--- config.mk ---
export PLATFORM = sky130hd
export DESIGN_NAME = pss_sequencer
export DESIGN_NICKNAME = d
export VERILOG_FILES = /design/src/shared/pss_pkg.sv /design/src/pss_sync.sv /design/src/pss_sequencer.sv
export SDC_FILE = /design/constraint.sdc
export NUM_CORES = 1
export LEC_CHECK = 0
export BUFFER_PORTS_ARGS = -buffer_cell sky130_fd_sc_hd__buf_4
export CAP_MARGIN = 20
export CORE_MARGIN = 1.5
export CORE_UTILIZATION = 54
export DETAILED_ROUTE_END_ITERATION = 8
export PLACE_DENSITY = 0.79
export SLEW_MARGIN = 20
export SYNTH_ARGS = -nofsm -noshare
export SYNTH_HDL_FRONTEND = slang
export SYNTH_SLANG_ARGS = --single-unit
--- constraint.sdc ---
create_clock -name clk -period 2.4 [get_ports clk]
set_input_delay 0.36 -clock clk [delete_from_list [all_inputs] [get_ports clk]]
set_output_delay 0.36 -clock clk [all_outputs]
set_load 0.005 [all_outputs]
--- src/shared/pss_pkg.sv ---
// Constants and types shared by the supply sequencer design
package pss_pkg;

  // Clock and system reset release delay
  localparam int CLK_HZ = 100000000;
  localparam int RESET_DELAY_MS = 60;
  localparam int RESET_DELAY_CYCLES = RESET_DELAY_MS * (CLK_HZ / 1000);
  localparam int RESET_CNT_W = 23;

  // Regulator output voltage codes, index into the selectable voltage list
  localparam logic [3:0] VSEL_1V8 = 4'h1;
  localparam logic [3:0] VSEL_3V0 = 4'hB;
  localparam logic [3:0] CORE_VSEL_RESET = VSEL_1V8;
  localparam logic [3:0] DIGI_VSEL_RESET = VSEL_3V0;
  localparam logic [3:0] ANA_VSEL_RESET = VSEL_3V0;

  // Charge current codes, one step is 50 mA
  localparam logic [4:0] ICHG_MIN_CODE = 5'h01;
  localparam logic [4:0] ICHG_MAX_CODE = 5'h13;
  localparam logic [4:0] ICHG_RESET = 5'h02;
  localparam logic [4:0] ICHG_PRECHARGE = 5'h01;
  localparam logic [4:0] ICHG_USB_LOW = 5'h02;
  localparam logic [4:0] ICHG_USB_HIGH = 5'h09;

  // Termination voltage: 0=4.1 V, 1=4.2 V, 2=4.3 V, 3=4.4 V
  localparam logic [1:0] TERM_RESET = 2'h1;
  // Restart offset: 0=100 mV, 1=150 mV, 2=200 mV, 3 reserved
  localparam logic [1:0] RESTART_RESET = 2'h1;
  localparam logic [1:0] RESTART_RESERVED = 2'h3;
  // End of charge: 0=0.1C, 1=0.15C, 2=0.2C, 3=0.25C
  localparam logic [1:0] EOC_RESET = 2'h0;

  // Synchronised input bit positions
  localparam int SYNC_W = 13;
  localparam int S_PWR_REQ = 0;
  localparam int S_HF_REQ = 1;
  localparam int S_HOLD = 2;
  localparam int S_OSC_EN = 3;
  localparam int S_RX_EN = 4;
  localparam int S_TX_EN = 5;
  localparam int S_CORE_OK = 6;
  localparam int S_DIGI_OK = 7;
  localparam int S_SRC_OK = 8;
  localparam int S_BELOW_PRE = 9;
  localparam int S_AT_TERM = 10;
  localparam int S_BELOW_EOC = 11;
  localparam int S_BELOW_RESTART = 12;

  typedef enum logic [2:0] {
    PSS_SEQ_OFF,
    PSS_SEQ_CORE,
    PSS_SEQ_DIGI,
    PSS_SEQ_ANA,
    PSS_SEQ_ON
  } pss_seq_t;

  typedef enum logic [2:0] {
    PSS_CHG_IDLE,
    PSS_CHG_PRE,
    PSS_CHG_CC,
    PSS_CHG_CV,
    PSS_CHG_MAINT
  } pss_chg_t;

endpackage : pss_pkg

--- src/pss_sync.sv ---
// Two flip-flop synchroniser for a bundle of asynchronous levels
`timescale 1ns/10ps
module pss_sync #(
  parameter int W = 1
) (
  // Clock and reset
  input wire logic clk,
  input wire logic reset_n,
  // Levels
  input wire logic [W-1:0] async_in,
  output logic [W-1:0] sync_out
);

  logic [W-1:0] meta_reg;
  logic [W-1:0] sync_reg;

  // Two stages per bit; first stage feeds only the second
  genvar i;
  generate
    for (i = 0; i < W; i++) begin : g_bit
      always_ff @(posedge clk or negedge reset_n) begin
        if (!reset_n) begin
          meta_reg[i] <= 1'b0;
          sync_reg[i] <= 1'b0;
        end else begin
          meta_reg[i] <= async_in[i];
          sync_reg[i] <= meta_reg[i];
        end
      end
    end
  endgenerate

  assign sync_out = sync_reg;

endmodule : pss_sync

--- src/pss_sequencer.sv ---
// Supply start-up sequencer, regulator enable gating and charger mode control
//
// How it works
// RQ1: Core regulator starts first; digital, then analog, follow once core regulates.
// RQ2: Core, digital and analog start at 1.8 V, 3.0 V, 3.0 V defaults.
// RQ3: Oscillator, receive, transmit regulators start after digital only if their pin high.
// RQ4: Serial enables for general, core, analog act only after power hold asserted.
// RQ5: Core and digital, when enabled, must regulate or the powered state ends.
// RQ6: Digital regulator has no enable control; always on while powered.
// RQ7: Charger has pre-charge, constant current, constant voltage, maintenance modes.
// RQ8: After a charge cycle, maintenance holds battery between termination and restart.
// RQ9: Full-rate charge current programmable 50 mA to 950 mA in 50 mA steps.
// RQ10: Constant-current setting resets to 100 mA.
// RQ11: Pre-charge current fixed at 50 mA, not programmable.
// RQ12: Termination voltage choices 4.1, 4.2, 4.3, 4.4 V; 4.2 V after reset.
// RQ13: Restart offset 100, 150 or 200 mV below termination; 150 mV after reset.
// RQ14: End-of-charge current 0.1C, 0.15C, 0.2C, 0.25C; 0.1C after reset.
// RQ15: USB source charging limits current to 100 mA or 450 mA.
// RQ16: Each enable pin enables its regulator high, disables it low.
// RQ17: Power request input high starts sequence; undriven it reads low.
// RQ18: System reset output low during power-up, high 60 ms after core stable.
// RQ19: In maintenance, battery below termination minus restart offset starts new cycle.
// RQ20: Host asserts power hold before expecting serial enables to take effect.
`timescale 1ns/10ps
module pss_sequencer
  import pss_pkg::*;
#(
  parameter int RESET_DELAY = RESET_DELAY_CYCLES
) (
  // Clock and reset
  input wire logic clk,
  input wire logic reset_n,
  // Power control pins
  input wire logic power_request_input,
  input wire logic handsfree_power_request,
  input wire logic power_hold_input,
  input wire logic osc_supply_enable,
  input wire logic receive_supply_enable,
  input wire logic transmit_supply_enable,
  // Regulation status from the regulators
  input wire logic core_in_reg,
  input wire logic digital_in_reg,
  // Charger comparators
  input wire logic charge_source_ok,
  input wire logic vbat_below_precharge,
  input wire logic vbat_at_term,
  input wire logic ichg_below_eoc,
  input wire logic vbat_below_restart,
  // Serial-interface regulator settings
  input wire logic ldo_cfg_wr,
  input wire logic cfg_core_en,
  input wire logic cfg_analog_en,
  input wire logic cfg_general_en,
  input wire logic [3:0] cfg_core_vsel,
  input wire logic [3:0] cfg_digital_vsel,
  input wire logic [3:0] cfg_analog_vsel,
  // Serial-interface charger settings
  input wire logic chg_cfg_wr,
  input wire logic cfg_charger_en,
  input wire logic cfg_usb_source,
  input wire logic cfg_usb_high,
  input wire logic [4:0] cfg_ichg,
  input wire logic [1:0] cfg_term,
  input wire logic [1:0] cfg_restart,
  input wire logic [1:0] cfg_eoc,
  // Regulator controls
  output logic core_regulator_en,
  output logic digital_regulator_en,
  output logic analog_regulator_en,
  output logic oscillator_regulator_en,
  output logic receive_regulator_en,
  output logic transmit_regulator_en,
  output logic general_regulator_en,
  output logic [3:0] core_vsel,
  output logic [3:0] digital_vsel,
  output logic [3:0] analog_vsel,
  // System reset and status
  output logic sys_reset_n,
  output logic powered,
  // Charger controls
  output pss_chg_t charge_mode,
  output logic [4:0] charge_current,
  output logic [1:0] term_sel,
  output logic [1:0] restart_sel,
  output logic [1:0] eoc_sel
);

  logic [SYNC_W-1:0] s;

  // Every pin and analog status crosses two flops first
  pss_sync #(.W(SYNC_W)) u_sync (
    .clk(clk),
    .reset_n(reset_n),
    .async_in({vbat_below_restart, ichg_below_eoc, vbat_at_term, vbat_below_precharge,
               charge_source_ok, digital_in_reg, core_in_reg, transmit_supply_enable,
               receive_supply_enable, osc_supply_enable, power_hold_input,
               handsfree_power_request, power_request_input}),
    .sync_out(s)
  );

  // ---------------- Settings held for the serial interface
  logic core_en_reg, core_en_next;
  logic ana_en_reg, ana_en_next;
  logic gp_en_reg, gp_en_next;
  logic [3:0] core_vsel_reg, core_vsel_next;
  logic [3:0] digi_vsel_reg, digi_vsel_next;
  logic [3:0] ana_vsel_reg, ana_vsel_next;
  logic chg_en_reg, chg_en_next;
  logic usb_reg, usb_next;
  logic usb_high_reg, usb_high_next;
  logic [4:0] ichg_reg, ichg_next;
  logic [1:0] term_reg, term_next;
  logic [1:0] restart_reg, restart_next;
  logic [1:0] eoc_reg, eoc_next;

  // Out-of-range codes are dropped so the setting never leaves its legal range
  always_comb begin
    core_en_next = core_en_reg;
    ana_en_next = ana_en_reg;
    gp_en_next = gp_en_reg;
    core_vsel_next = core_vsel_reg;
    digi_vsel_next = digi_vsel_reg;
    ana_vsel_next = ana_vsel_reg;
    chg_en_next = chg_en_reg;
    usb_next = usb_reg;
    usb_high_next = usb_high_reg;
    ichg_next = ichg_reg;
    term_next = term_reg;
    restart_next = restart_reg;
    eoc_next = eoc_reg;
    if (ldo_cfg_wr) begin
      core_en_next = cfg_core_en;
      ana_en_next = cfg_analog_en;
      gp_en_next = cfg_general_en;
      core_vsel_next = cfg_core_vsel;
      digi_vsel_next = cfg_digital_vsel;
      ana_vsel_next = cfg_analog_vsel;
    end
    if (chg_cfg_wr) begin
      chg_en_next = cfg_charger_en;
      usb_next = cfg_usb_source;
      usb_high_next = cfg_usb_high;
      if (cfg_ichg >= ICHG_MIN_CODE && cfg_ichg <= ICHG_MAX_CODE) begin
        ichg_next = cfg_ichg; // RQ9
      end
      term_next = cfg_term; // RQ12
      if (cfg_restart != RESTART_RESERVED) begin
        restart_next = cfg_restart; // RQ13
      end
      eoc_next = cfg_eoc; // RQ14
    end
  end

  // Settings registers with their documented defaults
  always_ff @(posedge clk or negedge reset_n) begin
    if (!reset_n) begin
      core_en_reg <= 1'b1;
      ana_en_reg <= 1'b1;
      gp_en_reg <= 1'b0;
      core_vsel_reg <= CORE_VSEL_RESET;
      digi_vsel_reg <= DIGI_VSEL_RESET;
      ana_vsel_reg <= ANA_VSEL_RESET;
      chg_en_reg <= 1'b1;
      usb_reg <= 1'b0;
      usb_high_reg <= 1'b0;
      ichg_reg <= ICHG_RESET; // RQ10
      term_reg <= TERM_RESET; // RQ12
      restart_reg <= RESTART_RESET; // RQ13
      eoc_reg <= EOC_RESET; // RQ14
    end else begin
      core_en_reg <= core_en_next;
      ana_en_reg <= ana_en_next;
      gp_en_reg <= gp_en_next;
      core_vsel_reg <= core_vsel_next;
      digi_vsel_reg <= digi_vsel_next;
      ana_vsel_reg <= ana_vsel_next;
      chg_en_reg <= chg_en_next;
      usb_reg <= usb_next;
      usb_high_reg <= usb_high_next;
      ichg_reg <= ichg_next;
      term_reg <= term_next;
      restart_reg <= restart_next;
      eoc_reg <= eoc_next;
    end
  end

  // ---------------- Start-up sequencer
  pss_seq_t seq_reg, seq_next;
  logic hold_reg, hold_next;
  logic [RESET_CNT_W-1:0] rcnt_reg, rcnt_next;
  logic rst_out_reg, rst_out_next;
  logic request;
  logic core_gated;
  logic core_fail;

  assign request = s[S_PWR_REQ] | s[S_HF_REQ]; // RQ17
  // Before hold the core stays on regardless of its serial setting
  assign core_gated = hold_reg ? core_en_reg : 1'b1; // RQ4
  // A core disabled by software no longer has to regulate
  assign core_fail = (core_gated && !s[S_CORE_OK]) || !s[S_DIGI_OK]; // RQ5

  always_comb begin
    seq_next = seq_reg;
    hold_next = hold_reg;
    rcnt_next = rcnt_reg;
    rst_out_next = rst_out_reg;
    unique case (seq_reg)
      PSS_SEQ_OFF: begin
        hold_next = 1'b0;
        if (request) begin
          seq_next = PSS_SEQ_CORE; // RQ17
        end
      end
      PSS_SEQ_CORE: begin
        if (s[S_CORE_OK]) begin
          seq_next = PSS_SEQ_DIGI; // RQ1
        end
      end
      PSS_SEQ_DIGI: begin
        if (!s[S_CORE_OK]) begin
          seq_next = PSS_SEQ_OFF; // RQ5
        end else if (s[S_DIGI_OK]) begin
          seq_next = PSS_SEQ_ANA; // RQ1
        end
      end
      PSS_SEQ_ANA: begin
        if (core_fail) begin
          seq_next = PSS_SEQ_OFF; // RQ5
        end else begin
          seq_next = PSS_SEQ_ON; // RQ1
        end
      end
      PSS_SEQ_ON: begin
        if (s[S_HOLD]) begin
          hold_next = 1'b1; // RQ4
        end
        // Powered state is kept by the request pins or by the synchronised power hold pin held high
        if (core_fail || (!request && !s[S_HOLD])) begin
          seq_next = PSS_SEQ_OFF; // RQ5
        end
      end
    endcase
    // Reset release counts from core reaching regulation
    if (seq_next == PSS_SEQ_OFF || seq_reg == PSS_SEQ_CORE) begin
      rcnt_next = '0;
      rst_out_next = 1'b0; // RQ18
    end else if (rcnt_reg == RESET_CNT_W'(RESET_DELAY - 1)) begin
      rst_out_next = 1'b1; // RQ18
    end else begin
      rcnt_next = rcnt_reg + RESET_CNT_W'(1); // RQ18
    end
  end

  always_ff @(posedge clk or negedge reset_n) begin
    if (!reset_n) begin
      seq_reg <= PSS_SEQ_OFF;
      hold_reg <= 1'b0;
      rcnt_reg <= '0;
      rst_out_reg <= 1'b0;
    end else begin
      seq_reg <= seq_next;
      hold_reg <= hold_next;
      rcnt_reg <= rcnt_next;
      rst_out_reg <= rst_out_next;
    end
  end

  // Regulator enables decoded from sequencer state
  logic past_digi;
  assign past_digi = (seq_reg == PSS_SEQ_ANA) || (seq_reg == PSS_SEQ_ON);
  assign core_regulator_en = (seq_reg != PSS_SEQ_OFF) && core_gated; // RQ1
  assign digital_regulator_en = (seq_reg != PSS_SEQ_OFF) && (seq_reg != PSS_SEQ_CORE); // RQ6
  assign analog_regulator_en = past_digi && (hold_reg ? ana_en_reg : 1'b1); // RQ1 RQ4
  assign oscillator_regulator_en = past_digi && s[S_OSC_EN]; // RQ3 RQ16
  assign receive_regulator_en = past_digi && s[S_RX_EN]; // RQ3 RQ16
  assign transmit_regulator_en = past_digi && s[S_TX_EN]; // RQ3 RQ16
  assign general_regulator_en = past_digi && hold_reg && gp_en_reg; // RQ4
  // Start-up always uses defaults; programmed levels apply once hold is seen
  assign core_vsel = hold_reg ? core_vsel_reg : CORE_VSEL_RESET; // RQ2
  assign digital_vsel = hold_reg ? digi_vsel_reg : DIGI_VSEL_RESET; // RQ2
  assign analog_vsel = hold_reg ? ana_vsel_reg : ANA_VSEL_RESET; // RQ2
  assign sys_reset_n = rst_out_reg;
  assign powered = (seq_reg == PSS_SEQ_ON);

  // ---------------- Charger mode control
  pss_chg_t chg_reg, chg_next;
  logic [4:0] icur_reg, icur_next;
  logic [4:0] usb_lim;
  logic [4:0] cc_cur;

  assign usb_lim = usb_high_reg ? ICHG_USB_HIGH : ICHG_USB_LOW; // RQ15
  assign cc_cur = (usb_reg && ichg_reg > usb_lim) ? usb_lim : ichg_reg; // RQ15

  // Mode walk; loss of source or enable drops straight to idle
  always_comb begin
    chg_next = chg_reg;
    if (!chg_en_reg || !s[S_SRC_OK]) begin
      chg_next = PSS_CHG_IDLE;
    end else begin
      unique case (chg_reg)
        PSS_CHG_IDLE: begin
          chg_next = s[S_BELOW_PRE] ? PSS_CHG_PRE : PSS_CHG_CC; // RQ7
        end
        PSS_CHG_PRE: begin
          if (!s[S_BELOW_PRE]) begin
            chg_next = PSS_CHG_CC; // RQ7
          end
        end
        PSS_CHG_CC: begin
          if (s[S_AT_TERM]) begin
            chg_next = PSS_CHG_CV; // RQ7
          end
        end
        PSS_CHG_CV: begin
          if (s[S_BELOW_EOC]) begin
            chg_next = PSS_CHG_MAINT; // RQ8
          end
        end
        PSS_CHG_MAINT: begin
          if (s[S_BELOW_RESTART]) begin
            chg_next = PSS_CHG_IDLE; // RQ19
          end
        end
      endcase
    end
    unique case (chg_next)
      PSS_CHG_PRE: icur_next = ICHG_PRECHARGE; // RQ11
      PSS_CHG_CC, PSS_CHG_CV: icur_next = cc_cur; // RQ9
      default: icur_next = 5'h00;
    endcase
  end

  always_ff @(posedge clk or negedge reset_n) begin
    if (!reset_n) begin
      chg_reg <= PSS_CHG_IDLE;
      icur_reg <= 5'h00;
    end else begin
      chg_reg <= chg_next;
      icur_reg <= icur_next;
    end
  end

  assign charge_mode = chg_reg;
  assign charge_current = icur_reg;
  assign term_sel = term_reg; // RQ8
  assign restart_sel = restart_reg; // RQ8
  assign eoc_sel = eoc_reg;

endmodule : pss_sequencer

==> results.cfg, run 1 <==
[finish]
final_common_cell = buf_4
area_growth_pct = 24.01
nFillCells = 510
fin_nets = 467
fin_util_pct = 69.43
final_cell_mix = buf_4, dfrtp_1, nor2_1
largest_reg_flops = 23
layout-drive-gt1-share_pct = 33.18
antenna_cells = 0

[synth]
yosys.area.top_type_share_pct = 51.32
ys.flop_type = dfrtp_1
synth_top_cell_by_area = dfrtp_1
syn_area_per_cell_um2 = 11.39
seq_area_frac_synth_pct = 60.30
ys_ff_latch = 91
async_reset_ff_share_pct = 100.0
synth-edff-count = 0
netlist_area_mm2 = 0.003804
yosys_warnings = 0
yosys-top-cells-area = dfrtp_1, dfstp_2, mux2_2, nor2_1, xnor2_1
syn-num-nets = 384
yosysUniqueCellTypes = 46
syn_inst = 334

[grt]
grt_max_degree = 45
grt_antenna_before_repair = 0
grt_overflow = 0
grt_pass1_wl_mm = 11.85
grt.total_usage_pct = 20.27
grt_pass1_vias = 2652

[sta]
min_period_over_period_pct = 91.60
rsz0062_at_grt = false
final.setup_skew_ns = 0.01141
setup_tns_ns = 0
slew_viol_final = 0
hold_viol = 0
setup_viol = 0
relSlewSlack_pct = 63.69
worstMarginPinSlew_ns = 0.5446
max_freq_ghz = 0.4549
holdWs_ns = 0.1058
min_period_ns = 2.198

[die]
initial_utilization_pct = 55.99
fp.dieW_um = 86.93
core_mm2 = 0.006794
dieArea_mm2 = 0.007556
pin_count = 81
fp.dieH_um = 86.93
placementRows = 30

[placement]
hpwlAfterDp_mm = 5.103
numPortBuffers = 80
place_congestion = 0.7645

[worst_setup_path]
cp_max_fo = 11
arrival_ns = 1.84
cp.required_ns = 2.04
start_kind = flop
crit_type = reg2out
endpoint_kind = output pin

[run_status]
status = finished, final reports clean

[route]
vias = 2717
drtPass1Iterations = 4
routed_wl_mm = 6.991
wire_per_inst_um = 13.50
drcViolationCount = 0
drt_iter0_markers = 101
ant_nets = 0
via_per_inst = 5.245

[cts]
cts_buffer_depth = 2
cts-root-buf = clkbuf_8
cts.sinks = 91
cts_tree = yes
cts_buffers = 9
clk_pin_slew_ns = 0.09
clk_latency_ns = 0.35
htreeDepth = 3

[power]
power_uw = 3545
power.density_mw_per_mm2 = 751.6
ir_drop_uv = 442.1
leakage_uw = 0.002132

[hold_path]
hold_class = in2reg

[run]
cap_violations = 0
-- per-layer routing --
metal  global-route usage [%]  vias up  routed length [um]
met5                        0        -                   0
met4                    7.331        0                 109
met3                    5.972       12                 406
met2                    32.35       76                3312
met1                    26.43     1317                3163
li1                         -     1312                   -
-- final cells by class --
| class | instances | area (um2) | area share (%) |
|---|---|---|---|
| timing repair buffer | 84 | 645.6 | 13.69 |
| clock inverter | 5 | 60.06 | 1.273 |
| clock buffer | 11 | 141.4 | 2.997 |
| inverter | 9 | 33.78 | 0.7162 |
| sequential | 91 | 2293 | 48.62 |
| multi-input combinational | 222 | 1423 | 30.16 |
| tap | 96 | 120.1 | 2.546 |
-- synthesized netlist by cell type (2+ instances only) --
| cell type | number |
|---|---|
| xor2_1 | 4 |
| o31ai_1 | 3 |
| dfstp_2 | 13 |
| a21oi_1 | 8 |
| clkbuf_1 | 8 |
| or3_1 | 4 |
| o21ai_1 | 3 |
| and3_1 | 6 |
| nand2b_1 | 10 |
| dfrtp_1 | 78 |
| nand2_1 | 23 |
| nor2_1 | 41 |
| nor2_2 | 2 |
| nor2b_1 | 4 |
| buf_1 | 2 |
| mux2_2 | 22 |
| nor3_1 | 7 |
| nor4_1 | 7 |
| inv_1 | 9 |
| nand3_1 | 6 |
| a211oi_1 | 2 |
| and4_1 | 2 |
| nand4_1 | 6 |
| or4_1 | 2 |
| o21ai_0 | 13 |
| mux2i_1 | 4 |
| ha_1 | 4 |
| a21oi_2 | 2 |
| xnor2_1 | 12 |
| and2_1 | 11 |
-- repair_timing --
item	CTS	global route
buffers inserted	0	0
gates resized for setup	0	0
hold buffers	1	0
hold endpoints to repair	20	0
-- power breakdown --
| part | leakage (uW) | internal (uW) | total, uW | switching (uW) |
|---|---|---|---|---|
| logic | 0.000908 | 359 | 715 | 356 |
| clock network | 0.0000999 | 514 | 1030 | 519 |
| registers | 0.00112 | 1670 | 1800 | 125 |
| total | 0.00213 | 2550 | 3550 | 1000 |
-- per-stage QoR --
stage / instance area [um2] / setup WS, ns / cells
floorplan: 3804 / 0.3362 / 334
global placement: 4506 / 0.2889 / 501
detailed placement: 4506 / 0.2074 / 501
CTS: 4717 / 0.1943 / 518
global route: 4717 / 0.1028 / 518
finish: 4717 / 0.2016 / 518
-- worst max-delay path: stages, from the launching register on --
cell and delay [ns]:
dfrtp_1 0.52, nor2_1 0.12, and2_1 0.20, or2_2 0.33, and3_1 0.19, buf_4 0.13
-- cells by family after synthesis --
family          after synthesis  share of synthesized area [%]
xor+xnor                     16                          3.684
flops                        91                          60.30
simple gates                137                          18.45
compound gates               39                          6.382
mux                          26                          7.566
fa+ha+maj                     4                          1.316
buf+inv                      21                          2.303
-- final timing paths --
check | startpoint | endpoint | slack, ns | depth (start not counted)
min in group asynchronous | reset_n | u_sync.sync_out[6] | 0.42 | 2
min | charge_source_ok | u_sync.meta_reg[8] | 0.11 | 1
max in group asynchronous | reset_n | chg_en_reg | 1.30 | 3
max reg2reg | rcnt_reg[13] | rcnt_reg[1] | 0.21 | 6
min reg2reg | u_sync.meta_reg[11] | u_sync.sync_out[11] | 0.35 | 0
max | seq_reg[1] | general_regulator_en | 0.20 | 5
Power figures use the tool's default switching activity.
==> run 2, diff against run 1 <==
--- a/config.mk
+++ b/config.mk
@@ -7,7 +7,7 @@
 export LEC_CHECK = 0
 export BUFFER_PORTS_ARGS = -buffer_cell sky130_fd_sc_hd__buf_4
 export CAP_MARGIN = 20
-export CORE_MARGIN = 1.5
+export CORE_MARGIN = 2
 export CORE_UTILIZATION = 54
 export DETAILED_ROUTE_END_ITERATION = 8
 export PLACE_DENSITY = 0.79
==> run 2 against run 1 <==
Net effect: sequential share of layout area about the same; die area increased by 2.3%; clock skew is 0.0037 ns higher; critical endpoint unchanged; largest power group unchanged; highest routed layer unchanged.
==> results.cfg, run 2 (synthesis gave the netlist of run 1 again) <==
[worst_setup_path]
arrival_ns = 1.86
crit_type = reg2out
endpoint_kind = output pin
r2r_slack_ns = 0.24
cp.required_ns = 2.04
start_kind = flop
cp_max_fo = 11

[die]
pin_count = 81
placementRows = 30
core_mm2 = 0.006794
initial_utilization_pct = 55.99
fp.dieH_um = 87.93
dieArea_mm2 = 0.007731
fp.dieW_um = 87.93

[cts]
clk_latency_ns = 0.36
cts_hold_repair.buffers = 0
cts.sinks = 91
cts_setup_buffers = 0
cts_buffers = 9
cts_buffer_depth = 2
cts_tree = yes
htreeDepth = 3
clk_pin_slew_ns = 0.09
post_cts_resized = 0
cts-root-buf = clkbuf_8

[sta]
worst_slack_ns = 0.1831
hold_viol = 0
holdWs_ns = 0.003758
worstMarginPinSlew_ns = 0.6032
setup_viol = 0
rsz0062_at_grt = false
min_period_ns = 2.217
min_period_over_period_pct = 92.37
setup_tns_ns = 0
relSlewSlack_pct = 59.79
max_freq_ghz = 0.4511
final.setup_skew_ns = 0.01510
slew_viol_final = 0

[placement]
hpwlAfterDp_mm = 5.305
numPortBuffers = 80
pre_cts_ws_ns = 0.2585
place_congestion = 0.7681

[finish]
area_growth_pct = 24.11
antenna_cells = 0
final_cell_mix = buf_4, dfrtp_1, nor2_1
final_common_cell = buf_4
nFillCells = 499
largest_reg_flops = 23
fin_nets = 467
layout-drive-gt1-share_pct = 33.65

[route]
wl_met1_mm = 3.180
drcViolationCount = 0
vias = 2712
drtPass1Iterations = 4
met2_length_mm = 3.569
routed_wl_mm = 7.273
wire_per_inst_um = 14.04
ant_nets = 0
wl_met3_um = 419
drt_iter0_markers = 131
via_per_inst = 5.236
routed.top_layer = met4

[power]
leakage_uw = 0.002142
power_uw = 3654
ir_drop_uv = 475.7
power.density_mw_per_mm2 = 774.0

[grt]
grt_pass1_wl_mm = 12.26
grt.total_usage_pct = 20.69
grt_max_degree = 51
grt_pass1_vias = 2661
grt_antenna_before_repair = 0
grt_overflow = 0

[run]
cap_violations = 0

[hold_path]
hold_class = in2async

[run_status]
status = finished, final reports clean
==> run 2: cell types whose count changed in the layout (fill, tap and decap cells not counted), sizes merged <==
cell	change
inv	+2
clkinvlp	-1
buf	+1
clkbuf	-2
bufinv	+1
dlygate4sd3	-1
==> run 2: final timing paths <==
| path | depth (start not counted) | startpoint | to |
|---|---|---|---|
| max | 5 | seq_reg[1] | general_regulator_en |
| min | 1 | reset_n | seq_reg[1] |
| max reg2reg | 6 | rcnt_reg[18] | rcnt_reg[1] |
| min reg2reg | 0 | u_sync.meta_reg[4] | u_sync.sync_out[4] |
| max in group asynchronous | 2 | reset_n | ana_vsel_reg[0] |
| min in group clk | 1 | charge_source_ok | u_sync.meta_reg[8] |
==> run 2: power breakdown <==
part | leakage [uW] | switching, uW | internal (uW)
registers | 0.00112 | 131 | 1670
logic | 0.000904 | 364 | 357
clock network | 0.000114 | 535 | 594
==> run 2: final cells by class <==
| class | count | area, um2 | area share [%] |
|---|---|---|---|
| clock buffers | 9 | 123.9 | 2.624 |
| clock inverters | 7 | 96.34 | 2.041 |
| inverters | 9 | 33.78 | 0.7156 |
| multi-input cells | 222 | 1423 | 30.14 |
| flip-flops and latches | 91 | 2293 | 48.58 |
| well taps | 96 | 120.1 | 2.544 |
| repair buffers | 84 | 630.6 | 13.36 |
==> run 2: metal layers <==
layer  up-vias  global-route usage, %
li1       1315                      -
met1      1308                  27.74
met3        10                  4.901
met4         0                  8.531
met5         -                      0
met2        79                  32.71
==> run 2: stage by stage <==
stage	instance area [um2]	instances	util (%)
final	4721	518	69.48
after detailed placement	4501	502	66.24
after global routing	4721	518	69.48
after global placement	4501	502	66.24
after CTS	4721	518	69.48
after floorplan	3804	334	-
==> run 2: critical path: stages, from the launching register on <==
cell and delay [ns]:
dfrtp_1 0.53, nor2_1 0.12, and2_1 0.20, or2_2 0.33
and3_1 0.19, buf_4 0.13
